<file path="src/rtl/ssm_pkg.sv">
// package for the safety stop monitor: constants, codes and carrier types
package ssm_pkg;

   localparam int unsigned CLK_HZ = 40_000_000;
   localparam int unsigned HOLD_US = 2000;
   localparam int unsigned HOLD_CYC = (HOLD_US * (CLK_HZ / 1_000_000));
   localparam int unsigned CNT_W = 17;
   localparam logic [CNT_W-1:0] HOLD_LAST = CNT_W'(HOLD_CYC - 1);

   // output assignment codes
   localparam logic [7:0] FC_WIDTH_PAD = 8'h00;
   localparam logic [7:0] FC_STOP_POS = 8'd80;
   localparam logic [7:0] FC_HEALTH_POS = 8'd81;
   localparam logic [7:0] FC_STOP_NEG = 8'd180;
   localparam logic [7:0] FC_HEALTH_NEG = 8'd181;
   localparam logic [7:0] FC_RUNNING = 8'd0;
   localparam logic [7:0] FC_FREQ_DET = 8'd4;
   localparam logic [7:0] FC_ALARM = 8'd99;

   // register map, word addresses
   localparam logic [3:0] REG_ASSIGN_A = 4'h0;
   localparam logic [3:0] REG_ASSIGN_B = 4'h1;
   localparam logic [3:0] REG_ASSIGN_C = 4'h2;
   localparam logic [3:0] REG_STATUS = 4'h3;
   localparam logic [3:0] REG_IRQ_STAT = 4'h4;
   localparam logic [3:0] REG_IRQ_MASK = 4'h5;
   localparam logic [3:0] REG_FAULT = 4'h6;

   localparam logic [7:0] ASSIGN_A_RST = FC_RUNNING;
   localparam logic [7:0] ASSIGN_B_RST = FC_FREQ_DET;
   localparam logic [7:0] ASSIGN_C_RST = FC_ALARM;

   // interrupt bit positions
   localparam int unsigned IRQ_STOP = 0;
   localparam int unsigned IRQ_FAIL = 1;
   localparam int unsigned IRQ_DRIVE = 2;
   localparam int unsigned IRQ_W = 3;

   typedef enum logic [2:0] {
      DISP_NONE,
      DISP_STOP_ACTIVE,
      DISP_PROTECTION_FAULT,
      DISP_FAULT_SIX,
      DISP_FAULT_SEVEN,
      DISP_PROCESSOR_FAULT
   } ssm_disp_type;

   typedef struct packed {
      logic [3:0] addr;
      logic [7:0] wdata;
      logic wr;
      logic rd;
   } ssm_bus_req_type;

   typedef struct packed {
      logic stop_ind;
      logic health_ind;
      logic drive_en;
      logic fail;
   } ssm_state_type;

endpackage : ssm_pkg

</file>
<file path="src/rtl/ssm_top.sv">
// safety stop monitor: channel qualification, drive enable, indicators
//
// Behaviour
// - open channel requests stop, shorted does not
// - channel change accepted after stable 2 ms
// - drive only with power, both shorted, no failure
// - discordant channels count as circuit failure
// - stop indicator only when stopped without failure
// - health indicator on when no failure, power
// - active output means transistor conducts
// - stop display when both open, no failure; code also requires power on
// - failure shows one of four fault codes
// - reset assigns running and frequency functions
// - running terminal off on fault if health-assigned
// - channels referenced to input common always
//
// The address map and the address-and-strobe port were decided locally.
`timescale 1ns/1ps
module ssm_top
   import ssm_pkg::*;
(
   // clock and reset
   input wire logic mclk_i,
   input wire logic rst_i,
   // stop channels: high = shorted to input common terminal
   input wire logic stop_channel_one_i,
   input wire logic stop_channel_two_i,
   // system status
   input wire logic power_on_i,
   input wire logic int_fail_i,
   input wire logic [1:0] int_fail_kind_i,
   // ordinary functions for terminals
   input wire logic running_i,
   input wire logic freq_det_i,
   input wire logic alarm_i,
   // register port
   input wire ssm_bus_req_type bus_i,
   output logic [7:0] rdata_o,
   // results
   output logic drive_en_o,
   output logic [2:0] term_on_o,
   output ssm_disp_type disp_o,
   output logic irq_o
);

   logic [1:0] raw_w;
   logic [1:0] s1_q, s2_q, s3_q;
   logic [1:0] filt_q;
   logic [CNT_W-1:0] cnt_q [2];
   logic [7:0] asg_q [3];
   logic [IRQ_W-1:0] ist_q, imsk_q, ev_w;
   ssm_state_type st_w, st_q;
   logic disc_w, fail_w;
   logic [2:0] term_d;

   // shorted to common reads high regardless of input logic selection
   assign raw_w = {stop_channel_two_i, stop_channel_one_i};

   always_ff @(posedge mclk_i or posedge rst_i) begin
      if (rst_i) begin
         s1_q <= 2'b00;
         s2_q <= 2'b00;
         s3_q <= 2'b00;
      end else begin
         s1_q <= raw_w;
         s2_q <= s1_q;
         s3_q <= s2_q;
      end
   end

   for (genvar g = 0; g < 2; g++) begin : g_chan
      // restart whenever the synchronised level equals the filtered level or moves
      always_ff @(posedge mclk_i or posedge rst_i) begin
         if (rst_i) begin
            cnt_q[g] <= '0;
            filt_q[g] <= 1'b0;
         end else if (s2_q[g] != s3_q[g] || s3_q[g] == filt_q[g]) begin
            cnt_q[g] <= '0;
         end else if (cnt_q[g] == HOLD_LAST) begin
            cnt_q[g] <= '0;
            filt_q[g] <= s3_q[g];
         end else begin
            cnt_q[g] <= cnt_q[g] + 1'b1;
         end
      end
   end

   // decision: filt low = open = stop requested
   always_comb begin
      disc_w = filt_q[0] ^ filt_q[1];
      fail_w = int_fail_i | disc_w;
      st_w.fail = fail_w;
      st_w.drive_en = power_on_i & (&filt_q) & ~fail_w;
      st_w.stop_ind = power_on_i & ~(&filt_q) & ~fail_w;
      st_w.health_ind = power_on_i & ~fail_w;
   end

   always_ff @(posedge mclk_i or posedge rst_i) begin
      if (rst_i) begin
         st_q <= '0;
      end else begin
         st_q <= st_w;
      end
   end

   assign drive_en_o = st_q.drive_en;

   // terminal routing; a high term bit means the transistor conducts
   for (genvar t = 0; t < 3; t++) begin : g_term
      always_comb begin
         unique case (asg_q[t])
            FC_STOP_POS: term_d[t] = st_q.stop_ind;
            FC_STOP_NEG: term_d[t] = ~st_q.stop_ind;
            FC_HEALTH_POS: term_d[t] = st_q.health_ind;
            FC_HEALTH_NEG: term_d[t] = ~st_q.health_ind;
            FC_RUNNING: term_d[t] = running_i;
            FC_FREQ_DET: term_d[t] = freq_det_i;
            FC_ALARM: term_d[t] = alarm_i;
            default: term_d[t] = 1'b0;
         endcase
      end
   end

   always_ff @(posedge mclk_i or posedge rst_i) begin
      if (rst_i) begin
         term_on_o <= 3'b000;
      end else begin
         term_on_o <= term_d;
      end
   end

   // operator display
   always_ff @(posedge mclk_i or posedge rst_i) begin
      if (rst_i) begin
         disp_o <= DISP_NONE;
      end else if (!st_w.fail) begin
         disp_o <= (power_on_i && filt_q == 2'b00) ? DISP_STOP_ACTIVE : DISP_NONE;
      end else if (disc_w) begin
         disp_o <= DISP_PROTECTION_FAULT;
      end else begin
         unique case (int_fail_kind_i)
            2'd0: disp_o <= DISP_PROTECTION_FAULT;
            2'd1: disp_o <= DISP_FAULT_SIX;
            2'd2: disp_o <= DISP_FAULT_SEVEN;
            2'd3: disp_o <= DISP_PROCESSOR_FAULT;
         endcase
      end
   end

   // output assignment registers
   always_ff @(posedge mclk_i or posedge rst_i) begin
      if (rst_i) begin
         asg_q[0] <= ASSIGN_A_RST;
         asg_q[1] <= ASSIGN_B_RST;
         asg_q[2] <= ASSIGN_C_RST;
      end else if (bus_i.wr) begin
         if (bus_i.addr == REG_ASSIGN_A) asg_q[0] <= bus_i.wdata;
         if (bus_i.addr == REG_ASSIGN_B) asg_q[1] <= bus_i.wdata;
         if (bus_i.addr == REG_ASSIGN_C) asg_q[2] <= bus_i.wdata;
      end
   end

   // interrupts: rising edges of stop, failure, drive enable
   assign ev_w = {st_w.drive_en & ~st_q.drive_en, st_w.fail & ~st_q.fail,
                  st_w.stop_ind & ~st_q.stop_ind};

   always_ff @(posedge mclk_i or posedge rst_i) begin
      if (rst_i) begin
         ist_q <= '0;
         imsk_q <= '0;
      end else begin
         // a new event wins over a simultaneous clear
         if (bus_i.wr && bus_i.addr == REG_IRQ_STAT) begin
            ist_q <= (ist_q & ~bus_i.wdata[IRQ_W-1:0]) | ev_w;
         end else begin
            ist_q <= ist_q | ev_w;
         end
         if (bus_i.wr && bus_i.addr == REG_IRQ_MASK) imsk_q <= bus_i.wdata[IRQ_W-1:0];
      end
   end

   assign irq_o = |(ist_q & imsk_q);

   // read data, one cycle after the strobe
   always_ff @(posedge mclk_i or posedge rst_i) begin
      if (rst_i) begin
         rdata_o <= 8'h00;
      end else if (bus_i.rd) begin
         unique case (bus_i.addr)
            REG_ASSIGN_A: rdata_o <= asg_q[0];
            REG_ASSIGN_B: rdata_o <= asg_q[1];
            REG_ASSIGN_C: rdata_o <= asg_q[2];
            REG_STATUS: rdata_o <= {2'b00, filt_q, st_q};
            REG_IRQ_STAT: rdata_o <= {5'b0_0000, ist_q};
            REG_IRQ_MASK: rdata_o <= {5'b0_0000, imsk_q};
            REG_FAULT: rdata_o <= {5'b0_0000, disp_o};
            default: rdata_o <= 8'h00;
         endcase
      end else begin
         rdata_o <= 8'h00;
      end
   end

   // checks: length of the current synchronised run per channel, held at the hold limit
   // so that a filter update can be traced back to a full quiet period
   logic [CNT_W-1:0] run_q [2];

   for (genvar g = 0; g < 2; g++) begin : g_chk
      always_ff @(posedge mclk_i or posedge rst_i) begin
         if (rst_i) begin
            run_q[g] <= '0;
         end else if (s2_q[g] != s3_q[g]) begin
            run_q[g] <= '0;
         end else if (run_q[g] != HOLD_LAST) begin
            run_q[g] <= run_q[g] + 1'b1;
         end
      end

      a_hold_time: assert property (@(posedge mclk_i) disable iff (rst_i)
         $changed(filt_q[g]) |-> $past(run_q[g]) == HOLD_LAST)
         else $error("channel level taken before the hold time");
      a_filter_hold: assert property (@(posedge mclk_i) disable iff (rst_i)
         $changed(filt_q[g]) |-> $past(s3_q[g]) == filt_q[g])
         else $error("filter changed to an unseen level");
   end

   // drive and indicators
   a_drive_needs_both: assert property (@(posedge mclk_i) disable iff (rst_i)
      drive_en_o |-> $past(power_on_i) && $past(filt_q) == 2'b11 && !$past(int_fail_i))
      else $error("drive enabled without both channels shorted");
   a_drive_on: assert property (@(posedge mclk_i) disable iff (rst_i)
      power_on_i && filt_q == 2'b11 && !int_fail_i |=> drive_en_o)
      else $error("drive not enabled with both channels shorted");
   a_power_off: assert property (@(posedge mclk_i) disable iff (rst_i)
      !power_on_i |=> !drive_en_o && !st_q.stop_ind && !st_q.health_ind)
      else $error("drive or indicator active with power off");
   a_disc_fail: assert property (@(posedge mclk_i) disable iff (rst_i)
      (filt_q[0] != filt_q[1]) |=> !st_q.stop_ind && !st_q.health_ind && !drive_en_o)
      else $error("discordant channels did not force failure");
   a_stop_ind_rule: assert property (@(posedge mclk_i) disable iff (rst_i)
      st_q.stop_ind |-> !drive_en_o && !st_q.fail)
      else $error("stop indicator with drive or failure");
   a_stop_ind_on: assert property (@(posedge mclk_i) disable iff (rst_i)
      power_on_i && filt_q == 2'b00 && !int_fail_i |=> st_q.stop_ind)
      else $error("stop indicator missing while stopped");
   a_health_rule: assert property (@(posedge mclk_i) disable iff (rst_i)
      power_on_i && !int_fail_i && filt_q[0] == filt_q[1] |=> st_q.health_ind)
      else $error("health indicator missing");
   a_health_fail: assert property (@(posedge mclk_i) disable iff (rst_i)
      int_fail_i |=> !st_q.health_ind && st_q.fail)
      else $error("health indicator on during failure");

   // operator display
   a_disp_stop: assert property (@(posedge mclk_i) disable iff (rst_i)
      power_on_i && filt_q == 2'b00 && !int_fail_i |=> disp_o == DISP_STOP_ACTIVE)
      else $error("stop display missing");
   a_disp_none: assert property (@(posedge mclk_i) disable iff (rst_i)
      power_on_i && filt_q == 2'b11 && !int_fail_i |=> disp_o == DISP_NONE)
      else $error("stop display while drive allowed");
   a_disp_fault: assert property (@(posedge mclk_i) disable iff (rst_i)
      int_fail_i |=> disp_o inside {DISP_PROTECTION_FAULT, DISP_FAULT_SIX,
                                    DISP_FAULT_SEVEN, DISP_PROCESSOR_FAULT})
      else $error("fault code missing");
   a_disp_disc: assert property (@(posedge mclk_i) disable iff (rst_i)
      filt_q[0] != filt_q[1] |=> disp_o == DISP_PROTECTION_FAULT)
      else $error("discordance without protection fault code");

   // terminal routing; a negative code shows the inverse of its indicator
   for (genvar t = 0; t < 3; t++) begin : g_route_chk
      a_route_stop: assert property (@(posedge mclk_i) disable iff (rst_i)
         asg_q[t] == FC_STOP_POS |=> term_on_o[t] == $past(st_q.stop_ind))
         else $error("stop indicator not routed");
      a_route_stop_neg: assert property (@(posedge mclk_i) disable iff (rst_i)
         asg_q[t] == FC_STOP_NEG |=> term_on_o[t] != $past(st_q.stop_ind))
         else $error("inverted stop indicator not routed");
      a_route_health: assert property (@(posedge mclk_i) disable iff (rst_i)
         asg_q[t] == FC_HEALTH_POS |=> term_on_o[t] == $past(st_q.health_ind))
         else $error("health indicator not routed");
      a_route_health_neg: assert property (@(posedge mclk_i) disable iff (rst_i)
         asg_q[t] == FC_HEALTH_NEG |=> term_on_o[t] != $past(st_q.health_ind))
         else $error("inverted health indicator not routed");
   end

   a_run_term_fault: assert property (@(posedge mclk_i) disable iff (rst_i)
      asg_q[0] == FC_HEALTH_POS && int_fail_i ##1 asg_q[0] == FC_HEALTH_POS
         |=> !term_on_o[0])
      else $error("running terminal still on after a fault");

   // interrupts and register port
   a_irq_sticky: assert property (@(posedge mclk_i) disable iff (rst_i)
      ev_w != '0 |=> (ist_q & $past(ev_w)) == $past(ev_w))
      else $error("interrupt event lost");
   a_irq_level: assert property (@(posedge mclk_i) disable iff (rst_i)
      irq_o == ((ist_q & imsk_q) != '0))
      else $error("interrupt level wrong");
   a_read_gap: assert property (@(posedge mclk_i) disable iff (rst_i)
      !bus_i.rd |=> rdata_o == 8'h00)
      else $error("read data outside the read cycle");

   c_drive: cover property (@(posedge mclk_i) disable iff (rst_i) $rose(drive_en_o));
   c_stop: cover property (@(posedge mclk_i) disable iff (rst_i) $rose(st_q.stop_ind));
   c_disc: cover property (@(posedge mclk_i) disable iff (rst_i) filt_q == 2'b01);
   c_irq: cover property (@(posedge mclk_i) disable iff (rst_i) $rose(irq_o));
   c_fault: cover property (@(posedge mclk_i) disable iff (rst_i) $rose(st_q.fail));

endmodule : ssm_top

</file>
<file path="config.mk">
export PLATFORM = sky130hd
export DESIGN_NAME = ssm_top
export DESIGN_NICKNAME = d
export VERILOG_FILES = /design/src/rtl/ssm_pkg.sv /design/src/rtl/ssm_top.sv
export SDC_FILE = /design/constraint.sdc
export NUM_CORES = 1
export LEC_CHECK = 0
export BUFFER_PORTS_ARGS = -buffer_cell sky130_fd_sc_hd__clkbuf_2
export CAP_MARGIN = 25
export CORE_AREA = 10 10 103 173
export CTS_BUF_LIST = sky130_fd_sc_hd__clkbuf_8
export DETAILED_ROUTE_END_ITERATION = 8
export DIE_AREA = 0 0 113 183
export PLACE_DENSITY = 0.54
export SYNTH_ARGS = -nofsm -noshare
export SYNTH_HDL_FRONTEND = slang
export SYNTH_SLANG_ARGS = --single-unit
</file>
<file path="constraint.sdc">
create_clock -name mclk_i -period 5.4 [get_ports mclk_i]
set_input_delay 0.81 -clock mclk_i [delete_from_list [all_inputs] [get_ports mclk_i]]
set_output_delay 0.81 -clock mclk_i [all_outputs]
set_load 0.005 [all_outputs]
</file>
# After elaboration in Yosys (flattened, before gate mapping)
# Cells that the tools add are included.
dict set report word_totals {
  reg_bits 90
  inputBits 25
  out_inout_bits 16
  wordCells 109
}
dict set report op_classes {
  addsub 2
  n_eq_ne 33
  n_mux 14
  bitwise_logic 23
  reduce_logical 18
}
# operator count
set ops {}
lappend ops {{$eq A8 B7 Y1 const B} 9}
lappend ops {{$mux W17} 4}
lappend ops {{$pmux W8 S7} 1}
lappend ops {{$eq A8 B8 Y1 const B} 6}
lappend ops {{$add A17 B1 Y17 const B} 2}
lappend ops {{$eq A17 B17 Y1 const B} 2}
lappend ops {{$eq A8 B3 Y1 const B} 3}
lappend ops {{$logic_not A8 Y1} 3}
lappend ops {{$pmux W1 S7} 3}
lappend ops {{$eq A4 B3 Y1 const B} 3}
lappend ops {{$pmux W3 S4} 1}
lappend ops {{$reduce_and A2 Y1} 6}
lappend ops {{$mux W3} 3}
lappend ops {{$and A1 B1 Y1} 8}
lappend ops {{$eq A4 B2 Y1 const B} 2}
lappend ops {{$mux W8} 1}
lappend ops {{$not A1 Y1} 8}
lappend ops {{$and A3 B3 Y3} 2}
lappend ops {{$or A3 B3 Y3} 2}
lappend ops {{$eq A2 B2 Y1 const B} 2}
lappend ops {{$eq A4 B1 Y1 const B} 1}
lappend ops {{$logic_not A2 Y1} 2}
lappend ops {{$logic_not A4 Y1} 1}
lappend ops {{$logic_and A1 B1 Y1} 3}
lappend ops {{other kinds (9)} 12}

# Depth between registers and ports, before layout
dict set report depth {
  ltp_word 7
  mapped_depth 7
  mapped_depth_nobuf 6
}

# Least setup slack after synthesis
# Ideal clock, no wire load.
dict set report synth_path {
  path_kind {input -> register}
  startpoint {input bus_i[10] (netlist name)}
  endpoint {register asg_q[16] (netlist name)}
  t_arrival_ns 1.940
  required_time_ns 5.275
  slack_ns 3.335
  cell_stages 5
  n_path_buf 2
  path_cell_list {buf_2 > buf_1 > nor2_1 > nand2_1 > mux2_2}
}
dict set report synth_between {
  elab_chain_len 2
}
# element line_no
set synth_lines {}
lappend synth_lines {{from (decl)} ssm_top.sv:37} ;# input wire ssm_bus_req_type bus_i,
lappend synth_lines {{$logic_not A4 Y1} ssm_top.sv:157} ;# if (bus_i.addr == REG_ASSIGN_A) asg_q[0] <= bus_i.wdata;
lappend synth_lines {{$reduce_and A2 Y1 (no line)} --}
lappend synth_lines {{to (decl)} ssm_top.sv:50} ;# logic [7:0] asg_q [3];
# Every way passes these cells.
# A chain may end at the register's enable or synchronous reset.

# Final worst setup path
dict set report layout_path {
  startpoint {register ist_q[2]}
  endpoint {output irq_o}
}
dict set report layout_between {
  elab_chain_len 2
}
# element line_no
set layout_lines {}
lappend layout_lines {{from (decl)} ssm_top.sv:51} ;# logic [IRQ_W-1:0] ist_q, imsk_q, ev_w;
lappend layout_lines {{from (signal assigned)} ssm_top.sv:174} ;# ist_q <= (ist_q & ~bus_i.wdata[IRQ_W-1:0]) | ev_w;
lappend layout_lines {{from (signal assigned)} ssm_top.sv:176} ;# ist_q <= ist_q | ev_w;
lappend layout_lines {{$and A3 B3 Y3} ssm_top.sv:182} ;# assign irq_o = |(ist_q & imsk_q);
lappend layout_lines {{$reduce_or A3 Y1} ssm_top.sv:182}
lappend layout_lines {{to (decl)} ssm_top.sv:43} ;# output logic irq_o
# Every way passes these cells.

==> summary.md <==
| Metric | Value |
|---|---|
| Die area | approximately 0.021 mm^2 |
| Worst Setup Start Kind | flop |
| Yosys cell types | between 50 and 60 |
| Post-Route WL | between 10000 and 15000 um |
| Fin. max-slew vios | 0 |
| Arrival time worst endpoint | 1.38 ns |
| Asr flop ratio synth | 100.0% |
| Layout Nets | approximately 470 |
| DRT iter0 DRCs | 135 |
| 1st-pass router iterations | 4 |
| Clock skew | ~0.014 ns |
| Hold buffers post-CTS | 0 |
| CP endpoint kind | primary output |
| Status | finished, final reports clean |
| Clk buf depth | 2 |
| Worst-path cell chain | a222oi_1, inv_1, clkbuf_2 |
| Postcts setup bufs | 0 |
| DR DRC count | 0 |
| Via/cell ratio | 5.059 |
| Core area | approximately 0.015 mm^2 |
| Wire length per cell | 16.70 um |
| ANT nets after route | 0 |
| Starting Density | 29.38% |
| Seq cells post-synth | 90 |
| Rel. slew slack | 53.84% |
| Chip Width | 113 um |
| PortBufs | 40 |
| Period utilisation layout | 40.48% |
| Post-synth EDFFs | 0 |
| CTS Buf Count | 9 |
| Total track usage | 10.49% |
| CTS H-Tree Depth | 3 |
| Via count | 3177 |
| HP Class | in -> async |
| Worst-Margin Slew | 0.6828 ns |
| Crit path max fanout | 3 |
| Worst skew pair latency | 0.38 ns |
| Die H | 183 um |
| CP max stage cell | dfrtp_1 |
| Post-cts resize count | 0 |
| Internal power | about 1000 uW |
| Minimum hold slack | 0.3109 ns |
| Leakage power | 0.002075 uW |
| Sw power | 424.2 uW |
| Area share of the largest cell type after synthesis | 48.79% |
| Worst vdd ir | 0.1096 mV |
| Biggest area consumer among synthesized cells | dfrtp_1 |
| Sequential share of the synthesized area | approximately half |
| RSZ-0062 raised after global routing | false |
| GR peak layer | met2 |
| CTS tree | done |
| Ranking of synthesized cells by area | dfrtp_1 (49%), mux2_2 (8.3%), nor2_1 (4.7%) |
| RePlAce Congestion | 0.8386 |
| Post-Syn Instances | 396 |
| Mapped Area | about 0.0044 mm^2 |
| Synth top cells by count | dfrtp_1 (85), nor2_1 (55), mux2_2 (32) |
| Top-count cell post-synth | dfrtp_1 |
| Overflow after GRT | 0 |
| Sw frac | around 30% |
| Max Cap Violations | 0 |
| Critical Path RT | about 4.6 ns |
| Layout cells sized above 1 | 24.27% |
| CTS Root Buffer Type | clkbuf_8 |
| Comb pwr share | 12.4% |
| Clk slew on worst S/H paths | 0.10 ns |
| Flop pwr share | between 50% and 60% |
| Top-Level Pins | 41 |
| Setup TNS | 0 ns |
| PwrDens | just under 300 mW/mm^2 |
| Final-layout fill cell count | 1497 |
| F_max | roughly 0.46 GHz |
| Clock share of power | 31.2% |
| Largest net degree at the start of global routing | 53 |
| Final setup vio count | 0 |
| Vias in the first global route | 3406 |
| Ant. Diodes | 0 |
| First-pass GRT wire length | 17480 um |
| Met3 usage | 2.222% |
| Layout area overhead | 13.58% |
| Synth Flop Type | dfrtp_1 |
| Syn_area_per_cell | roughly 11 um^2 |
| Synthesized Nets | around 430 |
| GR Util met2 | just under 20% |
| Row cnt | 59 |
| Initial antenna violation count | 0 |
| Tmin final | 2.186 ns |
| WS Path Type | reg -> out |
| YS warnings | 0 |
| Global routing usage on met1 | between 10% and 20% |
| HPWL after DPL | a little under 8000 um |
| Sink Count | 90 |
| Final Hold Fails | 0 |
| Crit-path max cell delay | 0.42 ns |
-- logic make-up after synthesis --
kind of cell,Yosys count,share of synthesized area [%]
simple gates,170,20.75
flops,90,51.81
mux,46,12.63
compound gates,33,5.023
xor+xnor,29,5.827
buf+inv,24,2.813
fa+ha+maj,4,1.148
-- per-layer routing --
layer | part of all wire [%] | vias up | wire length (um)
met5 | 0 | - | 0
met4 | 3.1 | 0 | 325
met3 | 3.8 | 20 | 397
met2 | 57 | 61 | 5940
met1 | 36 | 1593 | 3823
li1 | - | 1503 | -
-- final cells by class --
class,count,area (um^2),area share (%)
clock buffers,10,137.6,2.780
clock inverters,6,47.55,0.9603
inverters,14,53.80,1.087
multi-input cells,282,1978,39.95
flip-flops and latches,90,2258,45.62
well taps,183,229.0,4.625
repair buffers,43,246.5,4.979
-- metrics by stage --
| step | instance area (um^2) | instances | setup WS, ns | util [%] | total power, uW |
|---|---|---|---|---|---|
| final | 4951 | 628 | 3.214 | 33.37 | 1449 |
| after global routing | 4951 | 628 | 3.053 | 33.37 | 1517 |
| after CTS | 4951 | 628 | 3.177 | 33.37 | 1463 |
| after detailed placement | 4766 | 612 | 3.017 | 32.12 | 1013 |
| after global placement | 4727 | 610 | 3.019 | 31.86 | 1003 |
| after floorplan | 4359 | 396 | 2.263 | - | 932.0 |
-- layout by cell type, fill, tap and decap left out, drive strengths merged, types with 3 or more instances in the layout --
| cell | n |
|---|---|
| a21o | 3 |
| a21oi | 9 |
| buf | 3 |
| clkbuf | 50 |
| clkinv | 3 |
| dfrtp | 85 |
| dfstp | 5 |
| ha | 4 |
| inv | 16 |
| mux2 | 32 |
| mux2i | 10 |
| mux4 | 4 |
| nand2 | 24 |
| nand3 | 14 |
| nand4 | 17 |
| nor2 | 55 |
| nor2b | 7 |
| nor3 | 14 |
| nor3b | 3 |
| nor4 | 12 |
| o21ai | 6 |
| or4 | 5 |
| xnor2 | 21 |
| xor2 | 8 |
-- power groups by stage --
stage	logic, uW	clock network [uW]	registers (uW)
2_1_floorplan	137	0	795
3_3_place_gp	176	0	827
3_5_place_dp	184	0	829
4_1_cts	184	463	816
5_1_grt	202	489	825
6_report	180	452	817
-- registers in the layout (all words and copies together) (netlist names), 3 cells and up --
register   count
cnt_q         34
asg_q         24
rdata_o        8
disp_o         3
imsk_q         3
ist_q          3
st_q           3
term_on_o      3
-- final timing paths --
kind,startpoint,end,slack (ns),cells past startpoint
max,ist_q[2]$_DFF_PP0_,irq_o,3.21,3
max reg2reg,cnt_q[17]$_DFF_PP0_,cnt_q[26]$_DFF_PP0_,3.26,5
min reg2reg,s1_q[0]$_DFF_PP0_,s2_q[0]$_DFF_PP0_,0.37,0
min,rst_i,cnt_q[24]$_DFF_PP0_,0.31,2
min in group mclk_i,s1_q[0]$_DFF_PP0_,s2_q[0]$_DFF_PP0_,0.37,0
max in group asynchronous,rst_i,cnt_q[9]$_DFF_PP0_,4.11,4
-- worst max-delay path, delay by kind of cell, from the launching register on --
kind | cells | cell delay, ns
AOI/OAI and AO/OA | 1 | 0.38
buffers and inverters | 2 | 0.20
DFF | 1 | 0.42
Note: power is estimated with default switching activity, not from simulation.
